[config.mk]
export PLATFORM = sky130hd
export DESIGN_NAME = pldc_top
export DESIGN_NICKNAME = d
export VERILOG_FILES = /design/src/pldc_pkg.sv /design/src/pldc_top.sv
export SDC_FILE = /design/constraint.sdc
export NUM_CORES = 1
export LEC_CHECK = 0
export ABC_AREA = 1
export BUFFER_PORTS_ARGS = -buffer_cell sky130_fd_sc_hd__buf_2
export CAP_MARGIN = 25
export CORE_MARGIN = 2
export CORE_UTILIZATION = 40
export DETAILED_ROUTE_END_ITERATION = 10
export PLACE_DENSITY_LB_ADDON = 0.25
export SLEW_MARGIN = 20
export SYNTH_ARGS = -nofsm -noshare
export SYNTH_HDL_FRONTEND = slang
export SYNTH_SLANG_ARGS = --single-unit
[constraint.sdc]
create_clock -name ref_clk -period 5.5 [get_ports ref_clk]
set_input_delay 0.55 -clock ref_clk [delete_from_list [all_inputs] [get_ports ref_clk]]
set_output_delay 0.55 -clock ref_clk [all_outputs]
set_load 0.05 [all_outputs]
[src/pldc_pkg.sv]
`default_nettype none
package pldc_pkg;
	// datapath geometry
	localparam int DW = 8;
	localparam int NCFG = 8;
	localparam int CFGW = 16;
	localparam int NCOND = 16;
	localparam int NROUTE = 6;
	localparam int QDEPTH_DEF = 4;
	localparam logic [7:0] RST_BYTE = 8'h00;
	localparam logic [7:0] ALL_ONES = 8'hFF;
	localparam logic [2:0] TOP_BIT = 3'h7;

	// bus addresses of the working registers, queues and configuration words
	localparam logic [4:0] ADDR_ACC0 = 5'h00;
	localparam logic [4:0] ADDR_ACC1 = 5'h01;
	localparam logic [4:0] ADDR_OPR0 = 5'h02;
	localparam logic [4:0] ADDR_OPR1 = 5'h03;
	localparam logic [4:0] ADDR_QUE0 = 5'h04;
	localparam logic [4:0] ADDR_QUE1 = 5'h05;
	localparam logic ADDR_CFG_FLAG = 1'h1;

	// alu operations
	localparam logic [2:0] OP_INC = 3'h0;
	localparam logic [2:0] OP_DEC = 3'h1;
	localparam logic [2:0] OP_ADD = 3'h2;
	localparam logic [2:0] OP_SUB = 3'h3;
	localparam logic [2:0] OP_AND = 3'h4;
	localparam logic [2:0] OP_OR = 3'h5;
	localparam logic [2:0] OP_XOR = 3'h6;
	localparam logic [2:0] OP_PASS = 3'h7;

	// shifter, sources, destinations, carry and serial selects
	localparam logic [1:0] SH_NONE = 2'h0;
	localparam logic [1:0] SH_LEFT = 2'h1;
	localparam logic [1:0] SH_RIGHT = 2'h2;
	localparam logic [1:0] SH_SWAP = 2'h3;
	localparam logic [1:0] SRC_A0 = 2'h0;
	localparam logic [1:0] SRC_A1 = 2'h1;
	localparam logic [1:0] SRC_D0 = 2'h2;
	localparam logic [1:0] DST_A0 = 2'h1;
	localparam logic [1:0] DST_A1 = 2'h2;
	localparam logic [1:0] DST_BOTH = 2'h3;
	localparam logic [1:0] CIN_ZERO = 2'h0;
	localparam logic [1:0] CIN_ROUTE = 2'h1;
	localparam logic [1:0] CIN_CHAIN = 2'h2;
	localparam logic [1:0] SI_ROUTE = 2'h0;
	localparam logic [1:0] SI_CHAIN = 2'h1;
	localparam logic [1:0] SI_SAVED = 2'h2;

	// configuration word fields
	localparam int F_OP = 0;
	localparam int F_ASEL = 3;
	localparam int F_BSEL = 5;
	localparam int F_SH = 7;
	localparam int F_MASK = 9;
	localparam int F_DST = 10;
	localparam int F_Q0 = 12;
	localparam int F_Q1 = 13;
	localparam int F_CIN = 14;

	// routing input bits
	localparam int RI_ADDR = 0;
	localparam int RI_SIN = 3;
	localparam int RI_CIN = 4;
	localparam int RI_RUN = 5;

	// condition indices
	localparam int C_EQ0 = 0;
	localparam int C_LT0 = 1;
	localparam int C_EQ1 = 2;
	localparam int C_LT1 = 3;
	localparam int C_Z0 = 4;
	localparam int C_Z1 = 5;
	localparam int C_FF0 = 6;
	localparam int C_FF1 = 7;
	localparam int C_OV = 8;
	localparam int C_CO = 9;
	localparam int C_SO = 10;
	localparam int C_Q0E = 11;
	localparam int C_Q0F = 12;
	localparam int C_Q1E = 13;
	localparam int C_Q1F = 14;
	localparam int C_CHEQ = 15;
endpackage
`default_nettype wire

[src/pldc_top.sv]
`timescale 1ns/10ps
`default_nettype none

// sum-of-products array with per-output register bypass
module pldc_pt_array #(
	parameter int NIN  = 12,
	parameter int NPT  = 8,
	parameter int NOUT = 4
) (
	input  wire logic                ref_clk,
	input  wire logic                rst_n,
	input  wire logic [NIN-1:0]      pin,
	input  wire logic [NPT*NIN-1:0]  t_sel,
	input  wire logic [NPT*NIN-1:0]  c_sel,
	input  wire logic [NOUT*NPT-1:0] or_sel,
	input  wire logic [NOUT-1:0]     reg_sel,
	output logic      [NOUT-1:0]     pout
);
	logic [NPT-1:0]  pt;
	logic [NOUT-1:0] sop;
	logic [NOUT-1:0] sop_reg;

	if (NIN < 1 || NPT < 1 || NOUT < 1) begin : g_chk
		$error("term array sizes must be positive");
	end

	// product terms: an unselected input contributes a one
	for (genvar p = 0; p < NPT; p++) begin : g_pt
		assign pt[p] = &((pin | ~t_sel[p*NIN +: NIN]) & (~pin | ~c_sel[p*NIN +: NIN]));
	end

	// fixed-width or plane
	for (genvar o = 0; o < NOUT; o++) begin : g_or
		assign sop[o] = |(pt & or_sel[o*NPT +: NPT]);
	end

	// registered copy of every sum
	always_ff @(posedge ref_clk or negedge rst_n) begin
		if (!rst_n) begin
			sop_reg <= '0;
		end else begin
			sop_reg <= sop;
		end
	end

	assign pout = (reg_sel & sop_reg) | (~reg_sel & sop);
endmodule

// byte queue with honest full and empty
module pldc_qfifo #(
	parameter int W = 8,
	parameter int D = 4
) (
	input  wire logic         ref_clk,
	input  wire logic         rst_n,
	input  wire logic         in_valid,
	output logic              in_ready,
	input  wire logic [W-1:0] in_data,
	output logic              out_valid,
	input  wire logic         out_ready,
	output logic      [W-1:0] out_data,
	output logic              full,
	output logic              empty
);
	localparam int AW = (D > 1) ? $clog2(D) : 1;
	localparam logic [AW-1:0] LAST = AW'(D - 1);
	localparam logic [AW:0] CNT_FULL = (AW + 1)'(D);
	logic [W-1:0]  mem [D];
	logic [AW-1:0] wr_reg;
	logic [AW-1:0] rd_reg;
	logic [AW:0]   cnt_reg;
	logic          push;
	logic          pop;

	if (D < 2 || W < 1) begin : g_chk
		$error("queue needs depth of two or more");
	end

	// overrun and underrun are simply not taken
	assign full = (cnt_reg == CNT_FULL);
	assign empty = (cnt_reg == '0);
	assign in_ready = ~full;
	assign out_valid = ~empty;
	assign push = in_valid & ~full;
	assign pop = out_ready & ~empty;
	assign out_data = mem[rd_reg];

	// storage
	always_ff @(posedge ref_clk) begin
		if (push) begin
			mem[wr_reg] <= in_data;
		end
	end

	// pointers and fill count
	always_ff @(posedge ref_clk or negedge rst_n) begin
		if (!rst_n) begin
			wr_reg <= '0;
			rd_reg <= '0;
			cnt_reg <= '0;
		end else begin
			if (push) wr_reg <= (wr_reg == LAST) ? '0 : wr_reg + 1'b1;
			if (pop) rd_reg <= (rd_reg == LAST) ? '0 : rd_reg + 1'b1;
			cnt_reg <= cnt_reg + {{AW{1'b0}}, push} - {{AW{1'b0}}, pop};
		end
	end
endmodule

// one programmable cell: two term arrays plus the 8-bit datapath
module pldc_top
	import pldc_pkg::*;
#(
	parameter int QDEPTH = QDEPTH_DEF
) (
	input  wire logic              ref_clk,
	input  wire logic              rst_n,
	input  wire logic [4:0]        bus_addr,
	input  wire logic              bus_wr,
	input  wire logic              bus_rd,
	input  wire logic [DW-1:0]     bus_wdata,
	output logic      [DW-1:0]     bus_rdata,
	output logic                   bus_rvalid,
	output logic      [1:0]        q_wr_ready,
	input  wire logic [11:0]       pld0_in,
	input  wire logic [95:0]       pld0_t,
	input  wire logic [95:0]       pld0_c,
	input  wire logic [31:0]       pld0_or,
	input  wire logic [3:0]        pld0_reg,
	output logic      [3:0]        pld0_out,
	input  wire logic [11:0]       pld1_in,
	input  wire logic [95:0]       pld1_t,
	input  wire logic [95:0]       pld1_c,
	input  wire logic [31:0]       pld1_or,
	input  wire logic [3:0]        pld1_reg,
	output logic      [3:0]        pld1_out,
	input  wire logic [NROUTE-1:0] route_in,
	output logic      [NROUTE-1:0] route_out,
	input  wire logic [4*NROUTE-1:0] out_sel,
	input  wire logic [1:0]        q_dir,
	input  wire logic [1:0]        q_acc_sel,
	input  wire logic [2:0]        msb_sel,
	input  wire logic [DW-1:0]     or_mask,
	input  wire logic              crc_en,
	input  wire logic [1:0]        si_sel,
	input  wire logic [DW-1:0]     cmp_mask0,
	input  wire logic [DW-1:0]     cmp_mask1,
	input  wire logic [1:0]        cmp_b_sel,
	input  wire logic              chain_ci,
	input  wire logic              chain_si,
	input  wire logic              chain_eq_in,
	output logic                   chain_co,
	output logic                   chain_so,
	output logic                   chain_eq_out
);
	logic [DW-1:0]   acc0_reg, acc1_reg, opr0_reg, opr1_reg;
	logic [DW-1:0]   acc0_next, acc1_next, opr0_next, opr1_next;
	logic [DW-1:0]   rdata_reg, rdata_next;
	logic            rvalid_reg, carry_reg, shift_reg;
	logic [CFGW-1:0] cfg_ram [NCFG];
	logic [CFGW-1:0] cfg;
	logic [2:0]      op;
	logic [1:0]      shm, dst, cin_sel;
	logic            run, arith, co, so, ov, cin, si, fb;
	logic [DW-1:0]   a_op, b_op, msk, am, bm, addend, logic_r, alu_raw;
	logic [DW:0]     sum9;
	logic [DW-1:0]   shifted, result;
	logic [NCOND-1:0] cond;
	logic [1:0]      q_in_v, q_in_r, q_out_v, q_out_r, q_full, q_empty;
	logic [DW-1:0]   q_in_d [2];
	logic [DW-1:0]   q_out_d [2];
	logic [1:0]      q_step, q_load;
	logic            wr_a0, wr_a1, wr_d0, wr_d1, cfg_hit;

	if (QDEPTH < 2) begin : g_chk
		$error("queue depth must be two or more");
	end

	// two independent term arrays beside the datapath
	pldc_pt_array u_pld0 (
		.ref_clk (ref_clk),
		.rst_n   (rst_n),
		.pin     (pld0_in),
		.t_sel   (pld0_t),
		.c_sel   (pld0_c),
		.or_sel  (pld0_or),
		.reg_sel (pld0_reg),
		.pout    (pld0_out)
	);
	pldc_pt_array u_pld1 (
		.ref_clk (ref_clk),
		.rst_n   (rst_n),
		.pin     (pld1_in),
		.t_sel   (pld1_t),
		.c_sel   (pld1_c),
		.or_sel  (pld1_or),
		.reg_sel (pld1_reg),
		.pout    (pld1_out)
	);

	// per-cycle function word picked by the routed address
	assign cfg = cfg_ram[route_in[RI_ADDR +: 3]];
	assign run = route_in[RI_RUN];
	assign op = cfg[F_OP +: 3];
	assign shm = cfg[F_SH +: 2];
	assign dst = cfg[F_DST +: 2];
	assign cin_sel = cfg[F_CIN +: 2];

	// operand selection over all four source registers
	assign a_op = (cfg[F_ASEL +: 2] == SRC_A0) ? acc0_reg :
		(cfg[F_ASEL +: 2] == SRC_A1) ? acc1_reg :
		(cfg[F_ASEL +: 2] == SRC_D0) ? opr0_reg : opr1_reg;
	assign b_op = (cfg[F_BSEL +: 2] == SRC_A0) ? acc0_reg :
		(cfg[F_BSEL +: 2] == SRC_A1) ? acc1_reg :
		(cfg[F_BSEL +: 2] == SRC_D0) ? opr0_reg : opr1_reg;

	// width limit below the programmed top bit
	assign msk = ALL_ONES >> (TOP_BIT - msb_sel);
	assign am = a_op & msk;
	assign bm = b_op & msk;

	// carry-in choice, including the saved carry
	assign cin = (cin_sel == CIN_ZERO) ? ((op == OP_INC) || (op == OP_SUB)) :
		(cin_sel == CIN_ROUTE) ? route_in[RI_CIN] :
		(cin_sel == CIN_CHAIN) ? chain_ci : carry_reg;

	// arithmetic and logic unit
	assign arith = (op == OP_INC) || (op == OP_DEC) || (op == OP_ADD) || (op == OP_SUB);
	assign addend = (op == OP_DEC) ? msk : (op == OP_ADD) ? bm :
		(op == OP_SUB) ? (~bm & msk) : RST_BYTE;
	assign sum9 = {1'b0, am} + {1'b0, addend} + {{DW{1'b0}}, cin};
	assign logic_r = (op == OP_AND) ? (am & bm) : (op == OP_OR) ? (am | bm) :
		(op == OP_XOR) ? (am ^ bm) : am;
	assign alu_raw = arith ? (sum9[DW-1:0] & msk) : logic_r;
	assign co = arith & sum9[{1'b0, msb_sel} + 4'h1];
	assign ov = arith & (am[msb_sel] ^ alu_raw[msb_sel])
		& (addend[msb_sel] ^ alu_raw[msb_sel]);

	// serial input choice, including the saved shift bit
	assign si = (si_sel == SI_ROUTE) ? route_in[RI_SIN] :
		(si_sel == SI_CHAIN) ? chain_si :
		(si_sel == SI_SAVED) ? shift_reg : 1'b0;

	// shifter with crc feedback; polynomial comes from the b operand
	assign fb = alu_raw[msb_sel] ^ si;
	assign shifted = (shm == SH_LEFT) ? (crc_en ?
			(((alu_raw << 1) & msk) ^ (fb ? bm : RST_BYTE)) :
			(((alu_raw << 1) | {{(DW-1){1'b0}}, si}) & msk)) :
		(shm == SH_RIGHT) ? ((alu_raw >> 1) | ({{(DW-1){1'b0}}, si} << msb_sel)) :
		(shm == SH_SWAP) ? {alu_raw[3:0], alu_raw[7:4]} : alu_raw;
	assign so = (shm == SH_LEFT) ? alu_raw[msb_sel] :
		(shm == SH_RIGHT) ? alu_raw[0] : 1'b0;
	assign result = cfg[F_MASK] ? (shifted | or_mask) : shifted;

	// chain outputs to the neighbouring datapath
	assign chain_co = co;
	assign chain_so = so;
	assign chain_eq_out = cond[C_EQ0];

	// masked compares and detectors
	assign cond[C_EQ0] = ((acc0_reg ^ (cmp_b_sel[0] ? acc1_reg : opr0_reg)) & cmp_mask0) == '0;
	assign cond[C_LT0] = (acc0_reg & cmp_mask0)
		< ((cmp_b_sel[0] ? acc1_reg : opr0_reg) & cmp_mask0);
	assign cond[C_EQ1] = ((acc1_reg ^ (cmp_b_sel[1] ? acc0_reg : opr1_reg)) & cmp_mask1) == '0;
	assign cond[C_LT1] = (acc1_reg & cmp_mask1)
		< ((cmp_b_sel[1] ? acc0_reg : opr1_reg) & cmp_mask1);
	assign cond[C_Z0] = (acc0_reg == RST_BYTE);
	assign cond[C_Z1] = (acc1_reg == RST_BYTE);
	assign cond[C_FF0] = (acc0_reg == ALL_ONES);
	assign cond[C_FF1] = (acc1_reg == ALL_ONES);
	assign cond[C_OV] = ov;
	assign cond[C_CO] = co;
	assign cond[C_SO] = so;
	assign cond[C_Q0E] = q_empty[0];
	assign cond[C_Q0F] = q_full[0];
	assign cond[C_Q1E] = q_empty[1];
	assign cond[C_Q1F] = q_full[1];
	assign cond[C_CHEQ] = cond[C_EQ0] & chain_eq_in;

	// six routed outputs, each a chosen condition
	for (genvar k = 0; k < NROUTE; k++) begin : g_rout
		assign route_out[k] = cond[out_sel[4*k +: 4]];
	end

	// queue hookup: bus fills input queues, datapath fills output queues
	for (genvar q = 0; q < 2; q++) begin : g_q
		assign q_step[q] = run & cfg[F_Q0 + q];
		assign q_in_v[q] = q_dir[q] ? q_step[q] : (bus_wr && bus_addr == ADDR_QUE0 + 5'(q));
		assign q_in_d[q] = q_dir[q] ? (q_acc_sel[q] ? (q ? acc1_reg : acc0_reg) : result)
			: bus_wdata;
		assign q_out_r[q] = q_dir[q] ? (bus_rd && bus_addr == ADDR_QUE0 + 5'(q)) : q_step[q];
		assign q_load[q] = ~q_dir[q] & q_step[q] & q_out_v[q];
		pldc_qfifo #(.W(DW), .D(QDEPTH)) u_q (
			.ref_clk   (ref_clk),
			.rst_n     (rst_n),
			.in_valid  (q_in_v[q]),
			.in_ready  (q_in_r[q]),
			.in_data   (q_in_d[q]),
			.out_valid (q_out_v[q]),
			.out_ready (q_out_r[q]),
			.out_data  (q_out_d[q]),
			.full      (q_full[q]),
			.empty     (q_empty[q])
		);
	end
	assign q_wr_ready = q_in_r & ~q_dir;

	// register write decode: bus first, then queue load, then alu result
	assign wr_a0 = run & dst[0];
	assign wr_a1 = run & dst[1];
	assign acc0_next = (bus_wr && bus_addr == ADDR_ACC0) ? bus_wdata :
		(q_load[0] && q_acc_sel[0]) ? q_out_d[0] :
		wr_a0 ? result : acc0_reg;
	assign acc1_next = (bus_wr && bus_addr == ADDR_ACC1) ? bus_wdata :
		(q_load[1] && q_acc_sel[1]) ? q_out_d[1] :
		wr_a1 ? result : acc1_reg;
	assign wr_d0 = q_load[0] & ~q_acc_sel[0];
	assign wr_d1 = q_load[1] & ~q_acc_sel[1];
	assign opr0_next = (bus_wr && bus_addr == ADDR_OPR0) ? bus_wdata :
		wr_d0 ? q_out_d[0] : opr0_reg;
	assign opr1_next = (bus_wr && bus_addr == ADDR_OPR1) ? bus_wdata :
		wr_d1 ? q_out_d[1] : opr1_reg;

	// bus read mux; unmapped and wrong-direction reads return zero
	assign cfg_hit = (bus_addr[4] == ADDR_CFG_FLAG);
	assign rdata_next = cfg_hit ? (bus_addr[0] ? cfg_ram[bus_addr[3:1]][15:8]
			: cfg_ram[bus_addr[3:1]][7:0]) :
		(bus_addr == ADDR_ACC0) ? acc0_reg : (bus_addr == ADDR_ACC1) ? acc1_reg :
		(bus_addr == ADDR_OPR0) ? opr0_reg : (bus_addr == ADDR_OPR1) ? opr1_reg :
		(bus_addr == ADDR_QUE0 && q_dir[0]) ? q_out_d[0] :
		(bus_addr == ADDR_QUE1 && q_dir[1]) ? q_out_d[1] : RST_BYTE;

	// working registers and saved carry and shift bits
	always_ff @(posedge ref_clk or negedge rst_n) begin
		if (!rst_n) begin
			acc0_reg <= RST_BYTE;
			acc1_reg <= RST_BYTE;
			opr0_reg <= RST_BYTE;
			opr1_reg <= RST_BYTE;
			carry_reg <= 1'b0;
			shift_reg <= 1'b0;
		end else begin
			acc0_reg <= acc0_next;
			acc1_reg <= acc1_next;
			opr0_reg <= opr0_next;
			opr1_reg <= opr1_next;
			if (run) carry_reg <= co;
			if (run) shift_reg <= so;
		end
	end

	// read data register
	always_ff @(posedge ref_clk or negedge rst_n) begin
		if (!rst_n) begin
			rdata_reg <= RST_BYTE;
			rvalid_reg <= 1'b0;
		end else begin
			rvalid_reg <= bus_rd;
			if (bus_rd) rdata_reg <= rdata_next;
		end
	end
	assign bus_rdata = rdata_reg;
	assign bus_rvalid = rvalid_reg;

	// configuration memory, written a byte at a time
	always_ff @(posedge ref_clk or negedge rst_n) begin
		if (!rst_n) begin
			for (int i = 0; i < NCFG; i++) cfg_ram[i] <= '0;
		end else if (bus_wr && cfg_hit) begin
			if (bus_addr[0]) cfg_ram[bus_addr[3:1]][15:8] <= bus_wdata;
			else cfg_ram[bus_addr[3:1]][7:0] <= bus_wdata;
		end
	end
endmodule
`default_nettype wire

# Word level (Yosys, flattened, before mapping)
# Memories as Yosys holds them, arrays and structs flattened.
# Index checks and enable logic that the tools add are counted.
[word_totals] reg_bits=193 latch_bits=0 ram_bits=64 mem_bits_ro=0 elab_cells=390 mem_count=2
[memory_table] memory="g_q[0].u_q.mem" depth=4 width=8 rd=1 rd_ports_with_merged_regs=0 write_ports=1 line_no="pldc_top.sv:68" text="logic [W-1:0] mem [D];"
[memory_table] memory="g_q[1].u_q.mem" depth=4 width=8 rd=1 rd_ports_with_merged_regs=0 write_ports=1 line_no="pldc_top.sv:68"
[op_classes] n_addsub=12 mul=0 div_mod_pow=0 order_cmp=13 n_eq_ne=30 shift=2 n_mux=96 n_bitwise=153 n_reduce_logical=58
[ops] operator="inverter 12 bit" n=34
[ops] operator="bitwise OR 12 bit" n=32
[ops] operator="2-to-1 mux 8 bit" n=44
[ops] operator="bitwise mux 128 bit" n=2
[ops] operator="bitwise AND 12 bit" n=16
[ops] operator="AND reduction 12 bit" n=16
[ops] operator="bitwise AND 8 bit" n=21
[ops] operator="2-to-1 mux 128 bit" n=1
[ops] operator="binary-select mux 16 bit (select 3 bit)" n=2
[ops] operator="demux 16 bit (select 3 bit)" n=2
[ops] operator="2-to-1 mux 16 bit" n=5
[ops] operator="OR reduction 8 bit" n=8
[ops] operator="less-than comparator 4 x 5 -> 1 bit (second input constant)" n=7
[ops] operator="logical NOT 8 bit" n=4
[ops] operator="XOR 8 bit" n=4
[ops] operator="binary-select mux 1 bit (select 4 bit)" n=7
[ops] operator="2-to-1 mux 1 bit" n=26
[ops] operator="== test 2 bit (second input constant)" n=10
[ops] operator="bitwise AND 1 bit" n=18
[ops] operator="bitwise AND 4 bit" n=4
[ops] operator="== test 8 bit (second input constant)" n=2
[ops] operator="less-than comparator 8 bit" n=2
[ops] operator="bitwise OR 8 bit" n=2
[ops] operator="== test 3 bit (second input constant)" n=5
[ops] operator="other kinds (37)" n=90

# Longest topological paths before layout
# Gate-level depths: netlist of the first run.
[logic_depth] depth_word=30 ltp_mapped=40

# By module
# From an unflattened synthesis of the first run, not the netlist that was laid out.
[unflattened] cells_unflattened=3411 area_unflattened_um2=21906.0
[modules_own_cells] module="pldc_top" instances=1 cells_per_inst=2189 area_per_inst_um2=14228.6
[modules_own_cells] module="pldc_pt_array" instances=2 cells_per_inst=460 area_per_inst_um2=2070.7
[modules_own_cells] module="pldc_qfifo" instances=2 cells_per_inst=151 area_per_inst_um2=1767.9

# Worst setup path before layout of the first run
# Ideal clock, no wire load.
[synth_timing] kind="input to output" from="input route_in[0]" to="output route_out[2]" t_arrival_ns=5.543 setup_slack_ns=-0.593 stages=35 n_path_buf=7 path_cell_list="buf_6 > buf_6 > buf_6 > buf_2 > buf_2 > clkbuf_1 > clkbuf_1 > o21ai_0 > o21ai_0 > inv_1 > o21ai_0 > o22ai_1 > o21ai_0 > o311ai_0 > fa_1 > inv_1 > fa_1 > nand3_1 > nand2_1 > a21oi_1 > o21bai_1 > xor2_1 > nor2_1 > nand2_1 > nand3_1 > nand3_1 > nand3_2 > nand3_1 > nand2_1 > inv_1 > nand2_1 > a21oi_1 > nand2_1 > nand2_1 > nand2_1"
[synth_via] elab_cells_between_ends=69 cone_classes="add/sub: 2; eq/ne: 14; mux: 31; bitwise: 14; reduce/logical: 8"
[synth_rtl] item="start, declared" line_no="pldc_top.sv:136" text="input wire logic [NROUTE-1:0] route_in,"
[synth_rtl] item="inverter 3 -> 4 bit (not written as such) *" line_no="pldc_top.sv:201" text="assign cfg = cfg_ram[route_in[RI_ADDR +: 3]];"
[synth_rtl] item="binary-select mux 16 bit (select 3 bit) *" line_no="pldc_top.sv:201"
[synth_rtl] item="2-to-1 mux 16 bit (not written as such) * (2 in a row)" line_no="pldc_top.sv:201"
[synth_rtl] item="== test 2 bit" line_no="pldc_top.sv:214" text="(cfg[F_BSEL +: 2] == SRC_D0) ? opr0_reg : opr1_reg;"
[synth_rtl] item="2-to-1 mux 8 bit" line_no="pldc_top.sv:214"
[synth_rtl] item="2-to-1 mux 8 bit" line_no="pldc_top.sv:213" text="(cfg[F_BSEL +: 2] == SRC_A1) ? acc1_reg :"
[synth_rtl] item="2-to-1 mux 8 bit" line_no="pldc_top.sv:212" text="assign b_op = (cfg[F_BSEL +: 2] == SRC_A0) ? acc0_reg :"
[synth_rtl] item="bitwise AND 8 bit" line_no="pldc_top.sv:219" text="assign bm = b_op & msk;"
[synth_rtl] item="[7 not listed]"
[synth_rtl] item="bitwise AND 8 bit" line_no="pldc_top.sv:233" text="assign alu_raw = arith ? (sum9[DW-1:0] & msk) : logic_r;"
[synth_rtl] item="2-to-1 mux 8 bit" line_no="pldc_top.sv:233"
[synth_rtl] item="binary-select mux 1 bit (select 3 bit)" line_no="pldc_top.sv:250" text="assign so = (shm == SH_LEFT) ? alu_raw[msb_sel] :"
[synth_rtl] item="2-to-1 mux 1 bit (not written as such)" line_no="pldc_top.sv:250"
[synth_rtl] item="2-to-1 mux 1 bit *" line_no="pldc_top.sv:250"
[synth_rtl] item="via chain_so" line_no="pldc_top.sv:152" text="output logic chain_so,"
[synth_rtl] item="binary-select mux 1 bit (select 4 bit) *" line_no="pldc_top.sv:281" text="assign route_out[k] = cond[out_sel[4*k +: 4]];"
[synth_rtl] item="2-to-1 mux 1 bit (not written as such) *" line_no="pldc_top.sv:281"
[synth_rtl] item="end, declared" line_no="pldc_top.sv:137" text="output logic [NROUTE-1:0] route_out,"
# Mark *: on every way through the listed nets, which the timed path passes. The rest lies on a longest branch. The select of a mux whose other input is x is not followed.

# Final worst setup path of the first run
[layout_timing] from="register cfg_ram[101] in the netlist's numbering" to="output route_out[1]"
[layout_via] elab_chain_len=24 elab_cells_between_ends=40 cone_classes="add/sub: 2; eq/ne: 2; mux: 23; bitwise: 12; reduce/logical: 1"
[layout_lines] item="start, declared" line_no="pldc_top.sv:159" text="logic [CFGW-1:0] cfg_ram [NCFG];"
[layout_lines] item="start signal, assigned by index" line_no="pldc_top.sv:369" text="if (bus_addr[0]) cfg_ram[bus_addr[3:1]][15:8] <= bus_wdata;"
[layout_lines] item="start signal, assigned by index" line_no="pldc_top.sv:370" text="else cfg_ram[bus_addr[3:1]][7:0] <= bus_wdata;"
[layout_lines] item="binary-select mux 16 bit (select 3 bit) *" line_no="pldc_top.sv:201"
[layout_lines] item="2-to-1 mux 16 bit (not written as such) * (2 in a row)" line_no="pldc_top.sv:201"
[layout_lines] item="== test 2 bit" line_no="pldc_top.sv:214"
[layout_lines] item="2-to-1 mux 8 bit" line_no="pldc_top.sv:214"
[layout_lines] item="2-to-1 mux 8 bit" line_no="pldc_top.sv:213"
[layout_lines] item="2-to-1 mux 8 bit *" line_no="pldc_top.sv:212"
[layout_lines] item="bitwise AND 8 bit *" line_no="pldc_top.sv:219"
[layout_lines] item="inverter 8 bit" line_no="pldc_top.sv:229" text="(op == OP_SUB) ? (~bm & msk) : RST_BYTE;"
[layout_lines] item="[7 not listed]"
[layout_lines] item="2-to-1 mux 8 bit" line_no="pldc_top.sv:233"
[layout_lines] item="binary-select mux 1 bit (select 3 bit)" line_no="pldc_top.sv:235, pldc_top.sv:236, pldc_top.sv:250"
[layout_lines] item="2-to-1 mux 1 bit (not written as such)" line_no="pldc_top.sv:235, pldc_top.sv:236, pldc_top.sv:250"
[layout_lines] item="XOR 1 bit" line_no="pldc_top.sv:235" text="assign ov = arith & (am[msb_sel] ^ alu_raw[msb_sel])"
[layout_lines] item="bitwise AND 1 bit" line_no="pldc_top.sv:235"
[layout_lines] item="bitwise AND 1 bit" line_no="pldc_top.sv:236" text="& (addend[msb_sel] ^ alu_raw[msb_sel]);"
[layout_lines] item="binary-select mux 1 bit (select 4 bit) *" line_no="pldc_top.sv:281"
[layout_lines] item="2-to-1 mux 1 bit (not written as such) *" line_no="pldc_top.sv:281"
# Mark *: on every way between the ends. The rest lies on a longest branch, timed or not. The select of a mux whose other input is x is not followed.

==> run summary, run 1 <==
The run gives 0.0002585 V as the worst-case vdd ir drop. Ranked by total cell area, the synthesized netlist is headed by dfrtp_1 (24%), nand2_1 (15%), edfxtp_1 (9.4%). The run gives 24910 um2 as the instance area after placement. The routed layout has 25990 vias. The minimum clock period after layout is 5.529 ns. After detailed placement, the design holds a cell count of 4244. Averaged over all synthesized cells, the footprint is 6.919 um2. The instance count on the critical path was 36; the placer's final routability congestion estimate was 1.068. The combined global-route utilization of all metal layers was 0.4547; the static leakage power was 13.14 nW.

The run gives 50270 um2 as the area of the core region. The sequential element share of the synthesized area came out at 0.3304. Max-slew headroom at the worst pin: 0.2610. Setup repair after global routing could not meet its margin everywhere. On the worst path, the slowest cell contributes a delay of 0.40 ns.

The logs give -0.02887 ns for the worst path setup slack after routing and 2953 for the cell count after synthesis. Clock-pin slew was measured on the worst setup and hold paths at 0.06 ns. The total standard cell area after synthesis is 20430 um2, and the number of storage elements in the synthesis netlist is 257. The cell with the largest stage delay on the worst path is dfrtp_1.

For the final database, setup skew stands at 0.02901 ns. The tools report the clock latency on the worst-skew pair as 0.59 ns. Most frequent cell after synthesis: nand2_1. The startpoint identified for the worst register-to-register timing path is cfg_ram[101]. The detailed router finished its first iteration with 4240 violations. The detailed-route wire length per cell is 29.05 um, and the worst hold slack is 0.02259 ns. The arrival time reported for the critical path endpoint came out at 4.98 ns.

The critical path's most frequent cell is nand2_2. The run gives 82 as the row count. The tools report the clock tree root buffer cell as clkbuf_16. The final antenna-violating net count was 0.

The fraction of final layout cells with drive strength greater than 1 was 0.2757; the height of the chip was 230.0 um. The maximum level of the CTS H-tree is 1. Pin placement for this block handled 594 I/O pins.

The run gives 52900 um2 as the overall die area. TritonCTS built the clock tree. Across the run, the number of max-cap violations was 0.

The commonest cells after synthesis are nand2_1 (795), o21ai_0 (319), inv_1 (316). The count of cells in the finished layout, fillers not included, comes to 4322. In this run the deepest clock path goes through 3 buffers. The via-per-instance ratio was 6.014; the number of flip-flops under the largest register name was 128. The design area was 26470 um2; the share of synthesized flip-flops with an asynchronous set or reset was 0.7510. Summing internal, switching and leakage power gives 9.345 mW. The first detailed-routing pass ran for 6 iterations. OpenSTA, run right after detailed placement, puts the worst setup slack at -0.2949 ns.

The run finished, with violations left. End-of-flow core utilization: 0.5266. From synthesis to final layout, the design area changed by 29.57%. The sum of negative setup slack is -0.08011 ns, and the via count of the first global-routing pass is 23070. Tracing the worst setup path back leads to its startpoint at cfg_ram[101]. The worst setup path is of the reg -> out kind. The ratio of total power to cell area is 353.0 nW/um2. cfg_ram holds more flip-flops than any other register. The kind of cell with the highest combined delay along the critical path is simple AND/OR/NAND/NOR gates. The tree built by TritonCTS fans out to 257 sinks.

The tools report the required time reported for the critical path endpoint as 4.95 ns. The count of flip-flops with a built-in enable after synthesis works out to 64. After legalization and detailed placement, the total HPWL measured 103600 um. The synthesized design spends more area on one cell type than any other, namely dfrtp_1. After synthesis, the netlist uses 65 different library cells.

Counting every net in the synthesized netlist gives 3578. The total global routing overflow is 0, and the quantity of hold-fixing buffers added after cts is 0. The first global-routing pass estimated 170800 um of wire.

The kind of path behind the tightest hold check was in -> async. The top cell type's share of synthesized area is 0.2364, and the setup-violating endpoint count in the final report is 5. The tools report the total count of hold-check failures in the final report as 0. The worst setup path is captured at an output pin. The largest fanout on the critical path is 6.

Input and output buffers added on the ports amount to 593. The residual DRC count was 0; the maximum number of pins on one net before global-route repair was 92. The final reports fail on negative setup slack. The worst register-to-register path has a depth of 38. The initial antenna violation count was 20; the fraction of the cycle the final worst path needs was 1.005. At the pin with the least slew margin, the transition time is 1.108 ns. Total of warnings raised by yosys: 0. The element type at the critical path start was a register. The initial core utilization was 0.4064. The peak clock frequency supported by timing was 0.1809 GHz. After the last flow step, the layout net total stands at 4246. The final routed wirelength across all metal layers was 125600 um.

Number of buffers created by CTS: 29. The dominant synthesized flop cell is dfrtp_1. The tools report the number of max-slew violations in the final report as 0. The largest registers in the layout are cfg_ram (128), g_q.u_q.mem (64). In this run the horizontal extent of the chip is 230.0 um.

Number of buffers and inverters on the critical path: 6.
[cell families (layout without fill, tap and decap cells)]
logic type	after synthesis	after routing	share of synthesized area
adders and majority gates	59	59	0.03760
muxes	62	62	0.03393
and+or+nand+nor	1312	1312	0.2714
xor gates and xnor gates	8	8	0.003429
buffers and inverters	455	1143	0.08738
AOI/OAI and AO/OA	800	800	0.2358
DFF	257	257	0.3304
other	0	9	0
[report_power, final]
| part | internal [mW] | leakage [nW] | switching, mW |
|---|---|---|---|
| Combinational | 1.53 | 9.66 | 2.94 |
| Sequential | 2.36 | 3.01 | 0.473 |
| Clock | 1.17 | 0.467 | 0.868 |
| Total | 5.07 | 13.1 | 4.28 |
[final cells by class]
class                      instances  area [um2]
tap                              672       840.8
inverter                         334        1262
timing repair buffer             758        4343
antenna                            9       22.52
clock buffer                      35       758.2
sequential                       257        6751
multi-input combinational       2241       12290
clock inverter                    16       207.7
fill                            5147       23800
[per-layer routing]
| layer | vias to the layer above | global-route usage | part of all wire |
|---|---|---|---|
| met1 | 12180 | 0.6253 | 0.40 |
| li1 | 11490 | - | - |
| met5 | - | 0 | 0.00041 |
| met4 | 8 | 0.1688 | 0.048 |
| met2 | 2047 | 0.6137 | 0.39 |
| met3 | 273 | 0.2125 | 0.17 |
[final timing paths]
check / endpoint / slack [ns]
setup / recovery: route_out[1] / -0.03
hold / removal: bus_rdata[1] / 0.02
setup reg to reg: g_q[1].u_q.mem[0][0] / 0.43
hold reg to reg: cfg_ram[97] / 0.49
max in group asynchronous: acc1_reg[2] / 4.12
min in group ref_clk: u_pld1.sop_reg[0] / 0.21
[cells in the final DEF, fill, tap and decap left out, drive strengths merged, types with 16 or more instances in the layout]
master / n
a21oi: 184
mux2: 58
nand4: 62
nand2: 816
o211ai: 26
edfxtp: 64
buf: 755
ha: 55
dfrtp: 193
nor2: 241
a221oi: 41
nor4: 32
nand3: 139
a22o: 33
a22oi: 34
o21ai: 366
o221ai: 27
o22ai: 20
clkbuf: 38
clkinv: 16
a31oi: 19
inv: 327
[repair_timing]
| action | CTS | global route |
|---|---|---|
| setup buffers | 4 | 12 |
| endpoints found under the setup margin | 6 | 8 |
| gates cloned | 0 | 0 |
| pin swaps | 17 | 51 |
| gates resized for setup | 54 | 70 |
Power figures use the tool's default switching activity.
==> run 2, diff against run 1 <==
--- a/config.mk
+++ b/config.mk
@@ -12,7 +12,7 @@
 export CORE_UTILIZATION = 40
 export DETAILED_ROUTE_END_ITERATION = 10
 export PLACE_DENSITY_LB_ADDON = 0.25
-export SLEW_MARGIN = 20
+export SETUP_SLACK_MARGIN = 0.05
 export SYNTH_ARGS = -nofsm -noshare
 export SYNTH_HDL_FRONTEND = slang
 export SYNTH_SLANG_ARGS = --single-unit
==> run summary, run 2 (same netlist as run 1, synthesis figures left out) <==
The run finished, with violations left. The checks that failed: negative hold slack, negative setup slack. In this run the remaining antenna-violating nets after routing total 0.

Summed over all nets, the switching power comes to 4.289 mW. The worst-case vdd ir drop is 0.0002958 V. The analysis attributes to cell leakage a power of 13.12 nW. Entering global routing, the biggest net connects 100 pins. The most common library cell in the layout ignoring fill and taps was nand2_1.

The worst register-to-register path begins at cfg_ram[66]. The tools report the via count of the first global-routing pass as 22850. After clock tree synthesis, the clock-pin slew on the worst setup and hold paths is 0.06 ns.

Counting tap cells, the placed design contains a total of 4231 instances. Row count: 82. For this design, the CTS-stage hold fixing added 0 buffers. The instance count on the critical path is 33, and the height of the chip is 230.0 um.

The initial antenna violation count is 20. The share of total power in sequential cells was 0.303; the fraction of the cycle the final worst path needs was 1.010. The first detailed-routing pass took 6 iterations. Tracing the worst setup path back leads to its startpoint at cfg_ram[66]. Internal power comes to 5.001 mW.

The register with the most flip-flops in the layout has 128 of them. The run gives 0.4064 as the initial core utilization. Leaving out fill and tap cells, the most frequent cells in the layout are nand2_1 (769), buf_2 (586), o21ai_0 (310). The element type at the critical path start was a register. The tools report the final routed wirelength across all metal layers as 126500 um. No sink is reached through more buffers than the 3 on the longest clock path. The critical path class was reg -> out. The fraction of final layout cells with drive strength greater than 1 was 0.2733; the total count of hold-check failures in the final report was 7. The number of buffers and inverters on the critical path is 6, and the residual DRC count is 0. TritonCTS built the clock tree. The detailed router finished its first iteration with 4435 violations. Global-route wire length before repair: 170900 um. The cell family contributing the most delay on the critical path is simple AND/OR/NAND/NOR gates.

The cell with the largest stage delay on the worst path was fa_2. Global routing finished with a remaining overflow of 0. The number of cells on the worst reg-to-reg path is 35.

After detailed routing, the average wire length per cell comes to 29.28 um. The switching power share of the total is 0.4617. The final route contains 25960 vias. Overall die area: 52900 um2. The via-per-instance ratio is 6.010, and the longest individual stage delay on the worst path is 0.40 ns. The element type at the critical path end was an output pin. Share of total power in combinational logic: 0.480.

Dividing total power by cell area gives a power density of 351.3 nW/um2. The run gives 104100 um as the estimated wirelength of the detail-placed design. The most numerous cell type found on the critical path is nand2_1. Largest fanout on the critical path: 6. The total power after layout was 9.290 mW; the number of max-slew violations in the final report was 0. The count of buffers inserted at the top-level ports was 593; the required time reported for the critical path endpoint was 4.95 ns. The number of buffers created by CTS was 30; the combined global-route utilization of all metal layers was 0.4572.

Across all register-to-register paths, the minimum setup slack is 0.49 ns. The peak clock frequency supported by timing was 0.1800 GHz. The minimum clock period after layout is 5.555 ns.

Setup repair after global routing could not meet its margin everywhere. The tool flagged a number of max-cap violations equal to 0. The maximum level of the CTS H-tree came out at 1. The root buffer cell chosen for the clock tree is clkbuf_16.

The slew at the pin with the worst max-slew slack was 1.163 ns; the width of the die was 230.0 um. The tools report the capturing point of the worst reg2reg path as g_q[1].u_q.mem[3][0]. The kind of path behind the tightest hold check was in -> async.

The total area inside the core boundary comes to 50270 um2. The area growth from synthesis to layout was 29.44%. Worst hold slack: -0.03428 ns. The later pin in the worst-skew pair is clocked with a latency of 0.62 ns. In this run the count of I/O pins placed on the die edge is 594. The worst path setup slack after routing came out at -0.05485 ns.

The most flop-heavy register is cfg_ram. The final layout contains 4243 nets. Setup violations remaining at the end of the flow were counted as 6.

The arrival time reported for the critical path endpoint was 5.00 ns. Once layout is complete, the cells apart from fillers number 4319. In the final layout, the registers with the most flip-flops are cfg_ram (128), g_q.u_q.mem (64). The logs give 257 for the number of sinks handled by clock tree synthesis and 1.119 for the placer's final routability congestion estimate.

The largest clock skew in the final design is 0.04619 ns, and the max-slew headroom at the worst pin is 0.2138. The run gives 0.216 as the share of power burned in the clock network.
[run 2: through the flow]
| step | instance area [um2] | utilization | worst slack, ns | setup TNS, ns | hold WS (ns) |
|---|---|---|---|---|---|
| 2_1_floorplan | 20490 | - | 0.05360 | 0 | 0.2544 |
| 3_3_place_gp | 24840 | 0.4941 | -0.08432 | -0.4504 | 0.4664 |
| 3_5_place_dp | 24850 | 0.4943 | -0.2261 | -1.345 | 0.4729 |
| 4_1_cts | 26170 | 0.5205 | 0.05122 | 0 | 0.01650 |
| 5_1_grt | 26440 | 0.5260 | -0.3040 | -1.809 | 0.05136 |
| 6_report | 26450 | 0.5261 | -0.05485 | -0.2285 | -0.03428 |
[run 2: worst reg2reg max path: cells and delay by family, from the launching register on]
kind / cells / cell delay (ns)
compound gates: 9 / 1.29
xor+xnor: 1 / 0.17
fa+ha+maj: 2 / 0.62
buf+inv: 7 / 0.76
flops: 1 / 0.35
simple gates: 16 / 1.49
[run 2: worst max-delay path by stage]
stage	endpoint	slack, ns
floorplan	route_out[2]	0.05
global placement	route_out[4]	-0.08
detailed placement	route_out[4]	-0.23
CTS	route_out[2]	0.05
global route	route_out[0]	-0.30
finish	route_out[0]	-0.05
[run 2: per-layer routing]
| metal | vias to the layer above | share of wire | wire length (um) | track usage |
|---|---|---|---|---|
| met5 | - | 0.00040 | 51 | 0 |
| met4 | 8 | 0.049 | 6205 | 0.1778 |
| met3 | 281 | 0.16 | 20770 | 0.2061 |
| met2 | 1949 | 0.38 | 48150 | 0.6011 |
| met1 | 12220 | 0.41 | 51270 | 0.6435 |
| li1 | 11500 | - | - | - |
[run 2: area by class of cell]
class	count	area, um2
Antenna cell	6	15.01
Tap cell	672	840.8
Multi-Input combinational cell	2241	12290
Inverter	334	1256
Sequential cell	257	6751
Clock inverter	16	168.9
Fill cell	5130	23830
Timing Repair Buffer	754	4333
Clock buffer	39	794.5
[run 2: what timing repair did]
item | 4_1_cts | 5_1_grt
buffers inserted | 20 | 6
gates resized for setup | 62 | 56
pin swaps | 28 | 42
setup endpoints to repair | 7 | 9
[run 2: power groups by stage]
stage / sequential, mW / combinational (mW) / clock (mW)
after floorplan: 2.65 / 2.32 / 0
after global placement: 2.82 / 4.01 / 0
after detailed placement: 2.82 / 4.02 / 0
after CTS: 2.79 / 4.17 / 2.00
after global routing: 2.84 / 4.76 / 2.08
final: 2.82 / 4.46 / 2.01
